--- src/pkg/blf_pkg.sv ---
/*
 * blf_pkg: constants shared by the battery level flag logic.
 * assumes the measurement front end delivers unsigned mAh / mV words.
 */
package blf_pkg;
  localparam int CAP_W = 16;              // capacity width, mAh
  localparam int VOLT_W = 16;             // cell voltage width, mV
  localparam int CHG_W = 32;              // charge accumulator width
  localparam int F4_W = 32;               // four-byte calibration word
  localparam int F4_EXP_MSB = 31;         // biased exponent field top bit
  localparam int F4_EXP_LSB = 24;         // biased exponent field low bit
  localparam int F4_SIGN_BIT = 23;        // mantissa sign bit
  localparam int F4_MANT_MSB = 22;        // mantissa field top bit
  localparam int F4_EXP_BIAS = 128;       // exponent bias, 2^(e-128)
  localparam logic [CAP_W-1:0] CAP_LOW_RST = 16'h0000;
  localparam logic [VOLT_W-1:0] SOC_ZERO = 16'h0000;
  localparam logic [F4_W-1:0] GAIN_CAL_RST = 32'h00000000;
  localparam logic [F4_W-1:0] DELTA_CAL_RST = 32'h00000000;
  localparam int IRQ_PULSE_CYC = 1;       // interrupt pulse length, cycles
  typedef enum logic [1:0] {
    BLF_IDLE = 2'b00,
    BLF_EVAL = 2'b01,
    BLF_REPORT = 2'b10
  } blf_state_t;
endpackage

--- src/rtl/blf_charge_acc.sv ---
/*
 * blf_charge_acc: coulomb accumulator for the flag logic.
 * assumes sense samples are signed, one per sample strobe, same clock.
 */
`timescale 1ns/1ps
module blf_charge_acc #(
  parameter int CHG_W = blf_pkg::CHG_W,
  parameter int SAMPLE_W = 16
) (
  input wire logic ref_clk_i,
  input wire logic reset_i,
  input wire logic sample_i,
  input wire logic signed [SAMPLE_W-1:0] sense_i,
  input wire logic load_i,
  input wire logic [CHG_W-1:0] load_value_i,
  output logic [CHG_W-1:0] charge_o
);
  logic [CHG_W-1:0] acc;
  logic [CHG_W-1:0] next_acc;
  logic [CHG_W-1:0] sense_ext;

  // sign-extend the sample; negative sense current is discharge
  assign sense_ext = {{(CHG_W-SAMPLE_W){sense_i[SAMPLE_W-1]}}, sense_i};

  // accumulate each sample unless load_i is high; floored at zero so an empty cell never wraps
  always_comb begin
    next_acc = acc;
    if (load_i) begin
      next_acc = load_value_i;
    end else if (sample_i) begin
      if (sense_i < 0 && acc < (~sense_ext + 1'b1)) begin
        next_acc = '0;
      end else begin
        next_acc = acc + sense_ext;
      end
    end
  end

  always_ff @(posedge ref_clk_i) begin
    if (reset_i) begin
      acc <= '0;
    end else begin
      acc <= next_acc;
    end
  end

  assign charge_o = acc;
endmodule

--- src/rtl/blf_flag_logic.sv ---
/*
 * blf_flag_logic: low-capacity and shutdown-warning flag logic.
 * assumes measurement strobes and config come from same-clock logic.
 */
// Behaviour
// - set capacity flag below capacity threshold
// - clear capacity flag above capacity threshold
// - low battery pin follows capacity flag
// - capacity flag and pin need enable bit
// - set shutdown flag below set voltage, interrupt
// - clear shutdown flag above clear voltage only
// - interrupt also on shutdown flag clear
// - charge state zero at final voltage
// - integrate sensed charge into charge estimate
// - full charge capacity from full cell estimate
// - calibration held in non-IEEE four-byte form
`timescale 1ns/1ps
module blf_flag_logic #(
  parameter int CAP_W = blf_pkg::CAP_W,
  parameter int VOLT_W = blf_pkg::VOLT_W,
  parameter int CHG_W = blf_pkg::CHG_W,
  parameter int SAMPLE_W = 16
) (
  input wire logic ref_clk_i,
  input wire logic reset_i,
  input wire logic meas_valid_i,
  input wire logic [CAP_W-1:0] left_charge_value_i,
  input wire logic [VOLT_W-1:0] cell_voltage_i,
  input wire logic [CAP_W-1:0] full_cell_estimate_i,
  input wire logic [CAP_W-1:0] capacity_low_threshold_i,
  input wire logic [VOLT_W-1:0] shutdown_set_voltage_i,
  input wire logic [VOLT_W-1:0] shutdown_clear_voltage_i,
  input wire logic [VOLT_W-1:0] final_voltage_i,
  input wire logic low_pin_enable_i,
  input wire logic sense_valid_i,
  input wire logic signed [SAMPLE_W-1:0] sense_i,
  input wire logic cal_write_i,
  input wire logic cal_select_i,
  input wire logic [blf_pkg::F4_W-1:0] cal_word_i,
  output logic capacity_low_flag_o,
  output logic shutdown_warning_flag_o,
  output logic low_battery_pin_o,
  output logic charge_state_irq_o,
  output logic soc_zero_o,
  output logic [CAP_W-1:0] full_cell_charge_value_o,
  output logic [CHG_W-1:0] charge_estimate_o,
  output logic [blf_pkg::F4_W-1:0] coulomb_gain_cal_o,
  output logic [blf_pkg::F4_W-1:0] coulomb_delta_cal_o
);
  blf_pkg::blf_state_t state;
  blf_pkg::blf_state_t next_state;
  logic [CAP_W-1:0] cap_sample;
  logic [CAP_W-1:0] next_cap_sample;
  logic [VOLT_W-1:0] volt_sample;
  logic [VOLT_W-1:0] next_volt_sample;
  logic [CAP_W-1:0] full_sample;
  logic [CAP_W-1:0] next_full_sample;
  logic cap_flag;
  logic next_cap_flag;
  logic sd_flag;
  logic next_sd_flag;
  logic pin;
  logic next_pin;
  logic irq;
  logic next_irq;
  logic soc_zero;
  logic next_soc_zero;
  logic [CAP_W-1:0] full_value;
  logic [CAP_W-1:0] next_full_value;
  logic [blf_pkg::F4_W-1:0] gain_cal;
  logic [blf_pkg::F4_W-1:0] next_gain_cal;
  logic [blf_pkg::F4_W-1:0] delta_cal;
  logic [blf_pkg::F4_W-1:0] next_delta_cal;
  logic [CHG_W-1:0] charge_acc;
  logic [CHG_W-1:0] charge_out;
  logic acc_load;

  // reload the integrator to zero once the cell hits its final voltage,
  // so integration restarts from an empty cell rather than drifting
  assign acc_load = soc_zero;

  blf_charge_acc #(
    .CHG_W(CHG_W),
    .SAMPLE_W(SAMPLE_W)
  ) u_acc (
    .ref_clk_i(ref_clk_i),
    .reset_i(reset_i),
    .sample_i(sense_valid_i),
    .sense_i(sense_i),
    .load_i(acc_load),
    .load_value_i({CHG_W{1'b0}}),
    .charge_o(charge_acc)
  );

  // sequencer: capture a measurement, evaluate, then report
  always_comb begin
    next_state = state;
    next_cap_sample = cap_sample;
    next_volt_sample = volt_sample;
    next_full_sample = full_sample;
    case (state)
      blf_pkg::BLF_IDLE: begin
        if (meas_valid_i) begin
          next_cap_sample = left_charge_value_i;
          next_volt_sample = cell_voltage_i;
          next_full_sample = full_cell_estimate_i;
          next_state = blf_pkg::BLF_EVAL;
        end
      end
      blf_pkg::BLF_EVAL: begin
        next_state = blf_pkg::BLF_REPORT;
      end
      blf_pkg::BLF_REPORT: begin
        next_state = blf_pkg::BLF_IDLE;
      end
      default: begin
        next_state = blf_pkg::BLF_IDLE;
      end
    endcase
  end

  always_ff @(posedge ref_clk_i) begin
    if (reset_i) begin
      state <= blf_pkg::BLF_IDLE;
      cap_sample <= '0;
      volt_sample <= '0;
      full_sample <= '0;
    end else begin
      state <= next_state;
      cap_sample <= next_cap_sample;
      volt_sample <= next_volt_sample;
      full_sample <= next_full_sample;
    end
  end

  // threshold evaluation; equality holds the flag where it was, which
  // keeps it from chattering on a reading parked at the threshold
  always_comb begin
    next_cap_flag = cap_flag;
    next_sd_flag = sd_flag;
    next_pin = pin;
    next_irq = 1'b0;
    next_soc_zero = soc_zero;
    next_full_value = full_value;
    if (!low_pin_enable_i) begin
      next_cap_flag = 1'b0;
      next_pin = 1'b0;
    end
    if (state == blf_pkg::BLF_EVAL) begin
      if (low_pin_enable_i) begin
        if (cap_sample < capacity_low_threshold_i) begin
          next_cap_flag = 1'b1;
        end else if (cap_sample > capacity_low_threshold_i) begin
          next_cap_flag = 1'b0;
        end
      end
      if (!sd_flag && volt_sample < shutdown_set_voltage_i) begin
        next_sd_flag = 1'b1;
        next_irq = 1'b1;
      end else if (sd_flag && volt_sample > shutdown_clear_voltage_i) begin
        next_sd_flag = 1'b0;
        next_irq = 1'b1;
      end
      next_soc_zero = (volt_sample <= final_voltage_i);
      next_full_value = full_sample;
    end
    if (state == blf_pkg::BLF_REPORT && low_pin_enable_i) begin
      next_pin = cap_flag;
    end
  end

  always_ff @(posedge ref_clk_i) begin
    if (reset_i) begin
      cap_flag <= 1'b0;
      sd_flag <= 1'b0;
      pin <= 1'b0;
      irq <= 1'b0;
      soc_zero <= 1'b0;
      full_value <= blf_pkg::CAP_LOW_RST;
    end else begin
      cap_flag <= next_cap_flag;
      sd_flag <= next_sd_flag;
      pin <= next_pin;
      irq <= next_irq;
      soc_zero <= next_soc_zero;
      full_value <= next_full_value;
    end
  end

  // calibration words are stored as given: exponent in the top byte,
  // sign at bit 23, not an IEEE encoding, so no conversion is done here
  always_comb begin
    next_gain_cal = gain_cal;
    next_delta_cal = delta_cal;
    if (cal_write_i && !cal_select_i) begin
      next_gain_cal = cal_word_i;
    end
    if (cal_write_i && cal_select_i) begin
      next_delta_cal = cal_word_i;
    end
  end

  always_ff @(posedge ref_clk_i) begin
    if (reset_i) begin
      gain_cal <= blf_pkg::GAIN_CAL_RST;
      delta_cal <= blf_pkg::DELTA_CAL_RST;
      charge_out <= '0;
    end else begin
      gain_cal <= next_gain_cal;
      delta_cal <= next_delta_cal;
      charge_out <= soc_zero ? '0 : charge_acc;
    end
  end

  assign capacity_low_flag_o = cap_flag;
  assign shutdown_warning_flag_o = sd_flag;
  assign low_battery_pin_o = pin;
  assign charge_state_irq_o = irq;
  assign soc_zero_o = soc_zero;
  assign full_cell_charge_value_o = full_value;
  assign charge_estimate_o = charge_out;
  assign coulomb_gain_cal_o = gain_cal;
  assign coulomb_delta_cal_o = delta_cal;
endmodule
--- config.mk ---
export PLATFORM = sky130hd
export DESIGN_NAME = blf_flag_logic
export DESIGN_NICKNAME = d
export VERILOG_FILES = /design/src/pkg/blf_pkg.sv /design/src/rtl/blf_charge_acc.sv /design/src/rtl/blf_flag_logic.sv
export SDC_FILE = /design/constraint.sdc
export NUM_CORES = 1
export LEC_CHECK = 0
export BUFFER_PORTS_ARGS = -buffer_cell sky130_fd_sc_hd__buf_2
export CORE_ASPECT_RATIO = 1.75
export CORE_UTILIZATION = 30
export CTS_CLUSTER_SIZE = 25
export DETAILED_ROUTE_END_ITERATION = 12
export PLACE_DENSITY = 0.6
export RECOVER_POWER = 50
export SKIP_LAST_GASP = 1
export SLEW_MARGIN = 20
export SYNTH_ARGS = -nofsm -noshare
export SYNTH_HDL_FRONTEND = slang
export SYNTH_SLANG_ARGS = --single-unit
--- constraint.sdc ---
create_clock -name ref_clk_i -period 4.8 [get_ports ref_clk_i]
set_input_delay 0.72 -clock ref_clk_i [delete_from_list [all_inputs] [get_ports ref_clk_i]]
set_output_delay 0.72 -clock ref_clk_i [all_outputs]
set_load 0.01 [all_outputs]
* Word level (Yosys, flattened, before mapping)
Cells that the tools add are included.
Operators by class: add/sub/neg operators 2, multiply operators 0, div/mod/pow operators 0, $lt $le $gt $ge 7, equality and inequality tests 4, shift operators 0, multiplexer cells 14, bitwise operators 2, reductions and logical operators 14
Operator list (count):
- $add A32 B1 Y32 const B | 1
- $add A32 B32 Y32 | 1
- $gt A16 B16 Y1 | 2
- $lt A16 B16 Y1 | 2
- $lt A32 B32 Y1 | 1
- $mux W32 | 1
- $not A32 Y32 | 1
- $le A16 B16 Y1 | 1
- $lt A16 B1 Y1 const B | 1
- $mux W1 | 11
- $logic_and A1 B1 Y1 | 6
- $pmux W2 S2 | 1
- $reduce_and A2 Y1 | 2
- $reduce_or A2 Y1 | 2
- $eq A2 B1 Y1 const B | 1
- $eq A2 B2 Y1 const B | 1
- $logic_not A1 Y1 | 2
- $logic_not A2 Y1 | 1
- $mux W2 | 1
- $ne A2 B1 Y1 const B | 1
- $ne A2 B2 Y1 const B | 1
- $reduce_bool A2 Y1 | 1
- $not A1 Y1 | 1
Word-level totals: flip-flop bits (word level) 199, latch bits 0, RAM bits 0, bits in read-only memories 0, input bits 167, output and inout port bits 117, logic and storage cells 57, memories 0

* Longest topological paths before layout
Gate-level depths: netlist of run 1.
depth after elaboration 5, gate-level depth with buffers 18

* Modules after synthesis
From an unflattened synthesis of run 1, not the netlist that was laid out.
Second synthesis, totals: cell total of the unflattened synthesis 1390, area total of the unflattened synthesis 11133.2 um^2
By module, submodules not included:
- blf_flag_logic | times used 1, cells each 873, area each 7098.1 um^2, seq. area each 3343.2 um^2
- blf_charge_acc | times used 1, cells each 517, area each 4035.1 um^2, seq. area each 640.6 um^2

* Least setup slack after synthesis of run 1
Ideal clock, no wire load.
kind input to register, from input sense_i[8], to register u_acc.acc[22], in the netlist u_acc.charge_o[22], setup time 117 ps, arrival 3792 ps, data required time 4683 ps, path slack 891 ps, stages 16, buffers on the path 2, path through or3_1 > or3_1 > nor2_1 > nand3b_1 > nand2_1 > ha_1 > a21o_1 > a21o_1 > a211oi_1 > o211ai_1 > and4bb_2 > o21ai_2 > and2_0 > buf_2 > buf_2 > a22o_1
Between the ends: cells in the longest elaborated chain, start to end 5, elaborated cells between the ends (all ways) 7, those cells by class add/sub (2); order compare (2); mux (1); bitwise (1); reduce/logical (1)
Ends and longest elaborated chain:
- start, declared | line blf_flag_logic.sv:36 | input wire logic signed [SAMPLE_W-1:0] sense_i,
- $not A32 Y32 | line blf_charge_acc.sv:31 | if (sense_i < 0 && acc < (~sense_ext + 1'b1)) begin
- $add A32 B1 Y32 | line blf_charge_acc.sv:31
- $lt A32 B32 Y1 | line blf_charge_acc.sv:31
- $logic_and A1 B1 Y1 | line blf_charge_acc.sv:31
- $mux W32 * | line blf_charge_acc.sv:31
- end signal, assigned | line blf_charge_acc.sv:43 | acc <= next_acc;
- end, declared | line blf_charge_acc.sv:18 | logic [CHG_W-1:0] acc;
Mark *: on every way between the ends. The rest lies on a longest branch, timed or not. A chain may end at the register's enable or synchronous reset.

* Worst setup path after layout of run 1
from input reset_i, to register u_acc.acc[20], in the netlist u_acc.charge_o[20]
Between the ends: cells in the longest elaborated chain, start to end 1
Ends and longest elaborated chain:
- start, declared | line blf_flag_logic.sv:25 | input wire logic reset_i,
- $reduce_or A2 Y1 (no source line)
No other way between the ends.

==> results of run 1 <==
registers in the layout, indices dropped and copies added, names as in the netlist:
| name | count |
|---|---|
| cap_sample | 16 |
| capacity_low_flag_o | 1 |
| charge_estimate_o | 32 |
| charge_state_irq_o | 1 |
| coulomb_delta_cal_o | 32 |
| coulomb_gain_cal_o | 32 |
| full_cell_charge_value_o | 16 |
| full_sample | 16 |
| low_battery_pin_o | 1 |
| shutdown_warning_flag_o | 1 |
| soc_zero_o | 1 |
| state | 2 |
| u_acc.charge_o | 32 |
| volt_sample | 16 |
logic make-up (layout without fill, tap and decap cells):
group	after synthesis	after routing
XOR/XNOR	39	39
multiplexers	1	1
flip-flops	199	199
buffers and inverters	134	405
AND/OR/NAND/NOR	485	485
AO/OA/AOI/OAI	325	325
adder cells (fa/ha/maj)	129	129
other	0	4
final timing paths:
| path | startpoint | end | slack (ns) | cells past startpoint |
|---|---|---|---|---|
| worst min register to register | full_cell_charge_value_o[2] | full_cell_charge_value_o[2] | 0.45 | 2 |
| worst min-delay path | full_cell_charge_value_o[2] | full_cell_charge_value_o[2] | 0.45 | 2 |
| worst max register to register | u_acc.charge_o[0] | u_acc.charge_o[26] | 1.75 | 11 |
| worst max-delay path | reset_i | u_acc.charge_o[20] | 0.83 | 11 |
per-layer routing:
metal	up-vias	GRT usage	part of all wire
li1	4998	-	-
met1	4500	0.186	0.37
met2	237	0.335	0.54
met3	86	0.0413	0.042
met4	6	0.0982	0.046
met5	-	0	0.0010
critical path, delay by kind of cell:
family | cells | cell delay, ns
simple gates | 5 | 1.08
buf+inv | 2 | 2.12
compound gates | 4 | 0.38
report_power, final:
part	switching [mW]	internal, mW
logic	0.305	0.203
registers	0.0405	1.71
clock network	0.724	0.691
Yosys cell counts (all sizes together), types with 17 or more instances:
master    n
nand2   324
and2     35
nand4    17
nor2b    19
clkbuf   46
xnor2    17
inv      79
a21oi   180
dfxtp   199
xor2     22
nor3     21
o21ai    48
a21o     31
ha      128
nor2     31
per-stage QoR:
| stage | utilization | hold slack [ns] | cells |
|---|---|---|---|
| after floorplan | - | 0.432 | 1312 |
| after global placement | 0.359 | 0.438 | 2011 |
| final | 0.371 | 0.452 | 2047 |
| after detailed placement | 0.359 | 0.443 | 2011 |
| after global routing | 0.371 | 0.465 | 2047 |
| after CTS | 0.375 | 0.455 | 2043 |
final cells by class:
type,instances,share of cell area
tap,460,0.0448
multi-input combinational,979,0.471
antenna,4,0.000779
sequential,199,0.310
timing repair buffer,294,0.106
inverter,79,0.0231
clock inverter,13,0.0106
clock buffer,19,0.0337
==> flow_summary.toml, run 1 <==
[yosys]
syn_area_sq_um = 10500
muxShareOfSynthArea = 0.000950
synth_ff_type = "dfxtp_1"
synth_compound_area_frac = 0.182
postSynthCellCount = 1312
async_reset_ff_frac = 0
ys_seq_elements = 199
synth_nets = 1608
synthAdderAreaFrac = 0.154
synth_warnings = 0
yosysTopAreaCell = "dfxtp_1"
synth-edff-count = 0
synthTopCellsByArea = "dfxtp_1, ha_1, nand2_1"
synth.avg_cell_area_sq_um = 8.03
synth_top_area_share = 0.378
synth_simple_gate_area_frac = 0.204
yosysUniqueCellTypes = 58
yosys.area_share.xor_xnor = 0.0324
synth_top_family_by_area = "simple AND/OR/NAND/NOR gates"
yosysSeqAreaShare = 0.378

[timing]
hold_viol = 0
rsz0062_at_grt = "no"
drv_slew = 56
finClkSkew_ns = 0.0108
slew_headroom = -0.823
period_needed_ns = 3.97
fmax_mhz = 252
setup_viol = 0
worst_pin_slew_ns = 2.73
tns_ns = 0
layout_setup_ws_ns = 0.829
fin_crit_sh = 0.827

[placement]
placed_cell_area_sq_um = 12400
io_buffers = 283
gp_congestion = 0.931
dp_slack_ns = 0.367
dpl.hpwl_mm = 24.8

[detailed_routing]
drc = 0
ant_nets = 0
first_iter_violations = 417
viasPerCell = 4.80
post_drt_wl_per_cell_um = 15.4
drt_first_pass_iters = 5
route.vias.total = 9827
drt-total-wl_mm = 31.6

[floorplan]
coreArea_sq_um = 34600
dieArea_sq_um = 35900
rows = 90
die_w_um = 144
start_util = 0.305
die_h_um = 250
io_pins = 284

[run_status]
violations = "max-capacitance violations, max-slew violations"
status = "complete, but fails checks"

[critical_path]
required_ns = 5.14
cp_cell_sequence = "clkbuf_1 > nor2_1 > nand2_1 > nor3_1 > o21ai_0 > o211ai_1 > and4bb_2 > o21ai_2 > nand2_1 > buf_4 > o21ai_0"
critPathLaunchType = "input port"
crit_fanout = 55
slowest_delay_ns = 1.90
cp.arrival_ns = 4.31
cp_slowest_cell = "clkbuf_1"
endpoint_kind = "flip-flop"
critPathKind = "in -> reg"

[clock_network]
cts_buffer_depth = 2
h-tree-depth = 4
root_buffer = "clkbuf_16"
cts_tree = "yes"
post_cts_buffers = 0
cts_buffers = 17
clk_latency_ns = 0.46
post_cts_resized = 0
clkTransAtPathRegs_ns = 0.07
clock_sinks = 199
cts_hold_buf = 0

[pwr]
p_per_area_nw_per_um2 = 286
vdd_drop_max_mv = 0.253
p_leak_nw = 5.90
fin_total_pwr_mw = 3.67

[flow_run]
maxCapViolations = 1

[global_route]
grt_max_degree = 86
grt_pass1_wl_mm = 50.1
grt.overflow.total = 0
first_global_vias = 9786
antenna_found_initial = 7
track_usage = 0.182

[cells_and_area]
final_common_cell = "nand2_1"
drive_gt1_frac = 0.144
multi_input_area_sq_um = 6050
seq_area_sq_um = 3980
mostFrequentLayoutCells = "nand2_1, dfxtp_1, a21oi_1, buf_2, ha_1"
nNetsFinal = 1866
syn_to_final_growth_pct = 21.8
n_fill_cell = 3714
stdcell_area_sq_um = 12800

[hold_path]
hold_path.class = "reg -> reg"
No activity file was read; power rests on OpenSTA's default activity.
==> inputs of run 2 (changes only) <==
PLACE_DENSITY = 0.61   (was 0.6)
clock period = 3.6 ns   (was 4.8 ns; I/O delays follow)
==> flow_summary.toml, run 2 (synthesis results as in run 1) <==
[global_route]
grt_pass1_wl_mm = 49.6
antenna_found_initial = 6
grt_max_degree = 83
grt.overflow.total = 0
track_usage = 0.180
first_global_vias = 9804

[detailed_routing]
drc = 0
viasPerCell = 4.81
post_drt_wl_per_cell_um = 15.3
first_iter_violations = 426
wl_met3_mm = 1.32
drt-total-wl_mm = 31.8
wl_met1_mm = 12.0
dr.max_layer_used = "met5"
dr_wl_met2_mm = 17.0
route.vias.total = 9985
drt_first_pass_iters = 6
ant_nets = 0

[timing]
drv_slew = 83
hold_viol = 0
rsz0062_at_grt = "no"
period_needed_ns = 3.44
slew_headroom = -0.207
tns_ns = 0
worst_pin_slew_ns = 1.81
setup_viol = 0
finClkSkew_ns = 0.0131
fin_crit_sh = 0.955
fmax_mhz = 291

[clock_network]
clk_latency_ns = 0.46
root_buffer = "clkbuf_16"
h-tree-depth = 4
cts_buffers = 17
clkTransAtPathRegs_ns = 0.09
cts_tree = "yes"
cts_buffer_depth = 2
cts_hold_buf = 0
clock_sinks = 199

[placement]
dpl.hpwl_mm = 24.8
gp_congestion = 0.913
placed_cell_area_sq_um = 12700
io_buffers = 283

[cells_and_area]
n_fill_cell = 3659
drive_gt1_frac = 0.186
final_common_cell = "nand2_1"
mostFrequentLayoutCells = "nand2_1, buf_2, dfxtp_1, a21oi_1, ha_1"
stdcell_area_sq_um = 13200
nNetsFinal = 1896
seq_area_sq_um = 3980
multi_input_area_sq_um = 6090
syn_to_final_growth_pct = 25.4

[run_status]
violations = "max-capacitance violations, max-slew violations"
status = "complete, but fails checks"

[hold_path]
hold_depth = 3
hold_path_end = "full_sample[1]"
hold_path_startpoint = "full_cell_estimate_i[1]"
hold_path.class = "in -> reg"

[flow_run]
maxCapViolations = 1

[critical_path]
required_ns = 3.95
cp_cell_sequence = "buf_2 > or3_4 > or3_4 > nor3_2 > nand2_1 > nand2_1 > ha_1 > a21o_1 > a211oi_2 > o211ai_1 > and4bb_2 > o21ai_2 > and2_0 > buf_12 > a22o_1"
cp.arrival_ns = 3.78
critPathKind = "in -> reg"
rr_startpoint = "u_acc.charge_o[0]"
reg2reg_slack_ns = 0.77
endpoint_kind = "flip-flop"
critPathLaunchType = "input port"
r2r_cells = 12
regToRegEndpoint = "u_acc.charge_o[24]"
cp_slowest_cell = "or3_4"
crit_fanout = 15
slowest_delay_ns = 0.43

[pwr]
p_int_mw = 3.53
seqPwrFrac = 0.464
p_leak_nw = 6.21
vdd_drop_max_mv = 0.323
p_comb_frac = 0.140
p_per_area_nw_per_um2 = 381
swShare = 0.299
p_clk_frac = 0.396
p_switching_mw = 1.50

[floorplan]
rows = 90
start_util = 0.305
die_w_um = 144
coreArea_sq_um = 34600
io_pins = 284
die_h_um = 250
dieArea_sq_um = 35900
==> run 2: cell count changes in the layout (fill, tap and decap cells not counted), sizes merged <==
cell / previous run / this run
buf: 183 / 244
clkbuf: 130 / 98
clkinv: 5 / 9
inv: 86 / 82
clkinvlp: 1 / 2
==> run 2: what timing repair did <==
item / CTS / global route
resized for setup: 0 / 3
endpoints found under the setup margin: 0 / 31
endpoints found under the hold margin: 0 / 0
buffers inserted: 0 / 0
==> run 2: per-layer routing <==
metal  global-route usage  vias to the layer above
met3               0.0376                       74
met4                0.102                        4
li1                     -                     5054
met5                    0                        -
met1                0.183                     4597
met2                0.333                      256
==> run 2: metrics by stage <==
step	power, mW	setup slack (ns)	hold WS (ns)	utilization	instances
final	5.04	0.163	0.303	0.382	2077
after global routing	5.29	0.00589	0.285	0.382	2077
after CTS	5.12	0.104	0.278	0.384	2073
after detailed placement	3.11	-0.382	0.441	0.366	2041
after global placement	3.09	-0.282	0.436	0.366	2041
after floorplan	2.79	0.00973	0.432	-	1312
==> run 2: how the worst max path moves through the flow <==
stage                     slack (ns)       start                  to  cells after the start
after floorplan                 0.01  sense_i[8]  u_acc.charge_o[22]                     17
after global placement         -0.28  sense_i[8]  u_acc.charge_o[14]                     16
after detailed placement       -0.38  sense_i[8]  u_acc.charge_o[14]                     16
after CTS                       0.10  sense_i[8]  u_acc.charge_o[20]                     16
after global routing           0.006  sense_i[8]   u_acc.charge_o[7]                     16
final                           0.16  sense_i[8]   u_acc.charge_o[7]                     15
==> run 2: cell type report <==
type / instances / area share
multi-input cells: 979 / 0.461
flip-flops and latches: 199 / 0.302
repair buffers: 324 / 0.124
well taps: 460 / 0.0436
clock buffers: 18 / 0.0332
inverters: 79 / 0.0224
clock inverters: 14 / 0.0138
diodes: 4 / 0.000758
==> run 2: worst max-delay path, delay by kind of cell <==
family	cells	cell delay, ns
simple gates	7	1.92
compound gates	5	0.81
buf+inv	2	0.27
fa+ha+maj	1	0.24
==> run 2: power groups by stage <==
| stage | Clock [mW] | Sequential (mW) | Combinational [mW] |
|---|---|---|---|
| detailed placement | 0 | 2.39 | 0.718 |
| global placement | 0 | 2.38 | 0.703 |
| floorplan | 0 | 2.39 | 0.396 |
| global route | 2.14 | 2.35 | 0.797 |
| CTS | 2.07 | 2.33 | 0.723 |
| finish | 2.00 | 2.33 | 0.705 |
==> inputs of run 3 (changes only) <==
clock period = 2.88 ns   (was 3.6 ns; I/O delays follow)
==> flow_summary.toml, run 3 (synthesis results as in run 1) <==
[global_route]
grt.met3_usage = 0.0334
grt.overflow.total = 0
met2_usage = 0.341
antenna_found_initial = 6
track_usage = 0.177
first_global_vias = 9945
grt_pass1_wl_mm = 48.9
grt_max_degree = 76
use_met1 = 0.170
grt-busiest-layer = "met2"

[clock_network]
h-tree-depth = 4
cts_buffer_depth = 2
cts_buffers = 17
clkTransAtPathRegs_ns = 0.08
cts_hold_buf = 0
clock_sinks = 199
root_buffer = "clkbuf_16"
cts_tree = "yes"
clk_latency_ns = 0.45

[critical_path]
cp_slowest_cell = "or3_4"
path_depth = 17
critPathLaunchType = "input port"
slowest_delay_ns = 0.38
required_ns = 3.22
path_buf_inv = 3
r2r_cells = 12
cp_cell_sequence = "buf_6 > or3_4 > or3_4 > nor2_4 > nand3b_1 > buf_6 > nand2_4 > ha_4 > a21o_1 > a21o_1 > a211oi_2 > o211ai_1 > and4bb_2 > o21ai_2 > and2_4 > buf_4 > a22o_1"
crit_fanout = 8
cp.arrival_ns = 3.53
endpoint_kind = "flip-flop"
critPathKind = "in -> reg"
cp_top_family = "simple AND/OR/NAND/NOR gates"

[floorplan]
coreArea_sq_um = 34600
dieArea_sq_um = 35900
die_h_um = 250
start_util = 0.305
rows = 90
die_w_um = 144
io_pins = 284

[timing]
setup_viol = 32
layout_setup_ws_ns = -0.311
rsz0062_at_grt = "yes"
whs_ns = 0.203
drv_slew = 76
finClkSkew_ns = 0.00928
worst_pin_slew_ns = 1.67
period_needed_ns = 3.19
fin_crit_sh = 1.11
tns_ns = -7.66
hold_viol = 0
slew_headroom = -0.113
fmax_mhz = 313

[hold_path]
hold_depth = 3
hold_path.class = "in -> reg"

[cells_and_area]
final_common_cell = "nand2_1"
mostFrequentLayoutCells = "nand2_1, dfxtp_1, buf_2, a21oi_1, ha_1"
nNetsFinal = 1966
stdcell_count = 2147
final_util = 0.399
stdcell_area_sq_um = 13800
syn_to_final_growth_pct = 30.7
drive_gt1_frac = 0.217

[detailed_routing]
viasPerCell = 4.74
drt-total-wl_mm = 31.8
first_iter_violations = 362
route.vias.total = 10200
drc = 0
ant_nets = 0
post_drt_wl_per_cell_um = 14.8
drt_first_pass_iters = 4

[placement]
io_buffers = 283
dpl.hpwl_mm = 25.3
place_inst = 2106
gp_congestion = 0.906
dp_slack_ns = -0.988
placed_cell_area_sq_um = 13100

[pwr]
p_per_area_nw_per_um2 = 465
p_leak_nw = 6.55
fin_total_pwr_mw = 6.41
vdd_drop_max_mv = 0.431

[flow_run]
maxCapViolations = 1

[run_status]
status = "complete, but fails checks"
violations = "max-capacitance violations, max-slew violations, negative setup slack"
==> run 3: metal layers <==
layer / routed length, um / vias to the layer above
met5: 24 / -
met2: 17200 / 246
met3: 1160 / 79
met1: 11800 / 4672
li1: - / 5186
met4: 1540 / 4
==> run 3: final timing paths <==
kind	startpoint	end	slack (ns)
max	sense_i[8]	u_acc.charge_o[25]	-0.31
min	cell_voltage_i[9]	volt_sample[9]	0.20
max reg2reg	u_acc.charge_o[0]	u_acc.charge_o[26]	0.08
min reg2reg	coulomb_delta_cal_o[21]	coulomb_delta_cal_o[21]	0.45
==> run 3: timing repair <==
action | CTS | global route
cloned | 1 | 0
buffers inserted | 4 | 1
pin swaps | 19 | 4
endpoints found under the setup margin | 32 | 32
gates resized for setup | 13 | 3
==> run 3: worst min-delay path: stages <==
cell and delay (ns):
buf_2 0.10, nand2_1 0.04, a21oi_1 0.05
==> run 3: final cells by class <==
cell class                 count  area [sq um]
antenna                        4          10.0
fill                        3619         20800
sequential                   199          3980
timing repair buffer         394          2160
multi-input combinational    979          6120
inverter                      79           297
clock inverter                14           204
tap                          460           576
clock buffer                  18           429
==> run 3: power breakdown <==
part,switching (mW),internal [mW]
Clock,1.23,1.33
Sequential,0.0641,2.85
Combinational,0.528,0.402
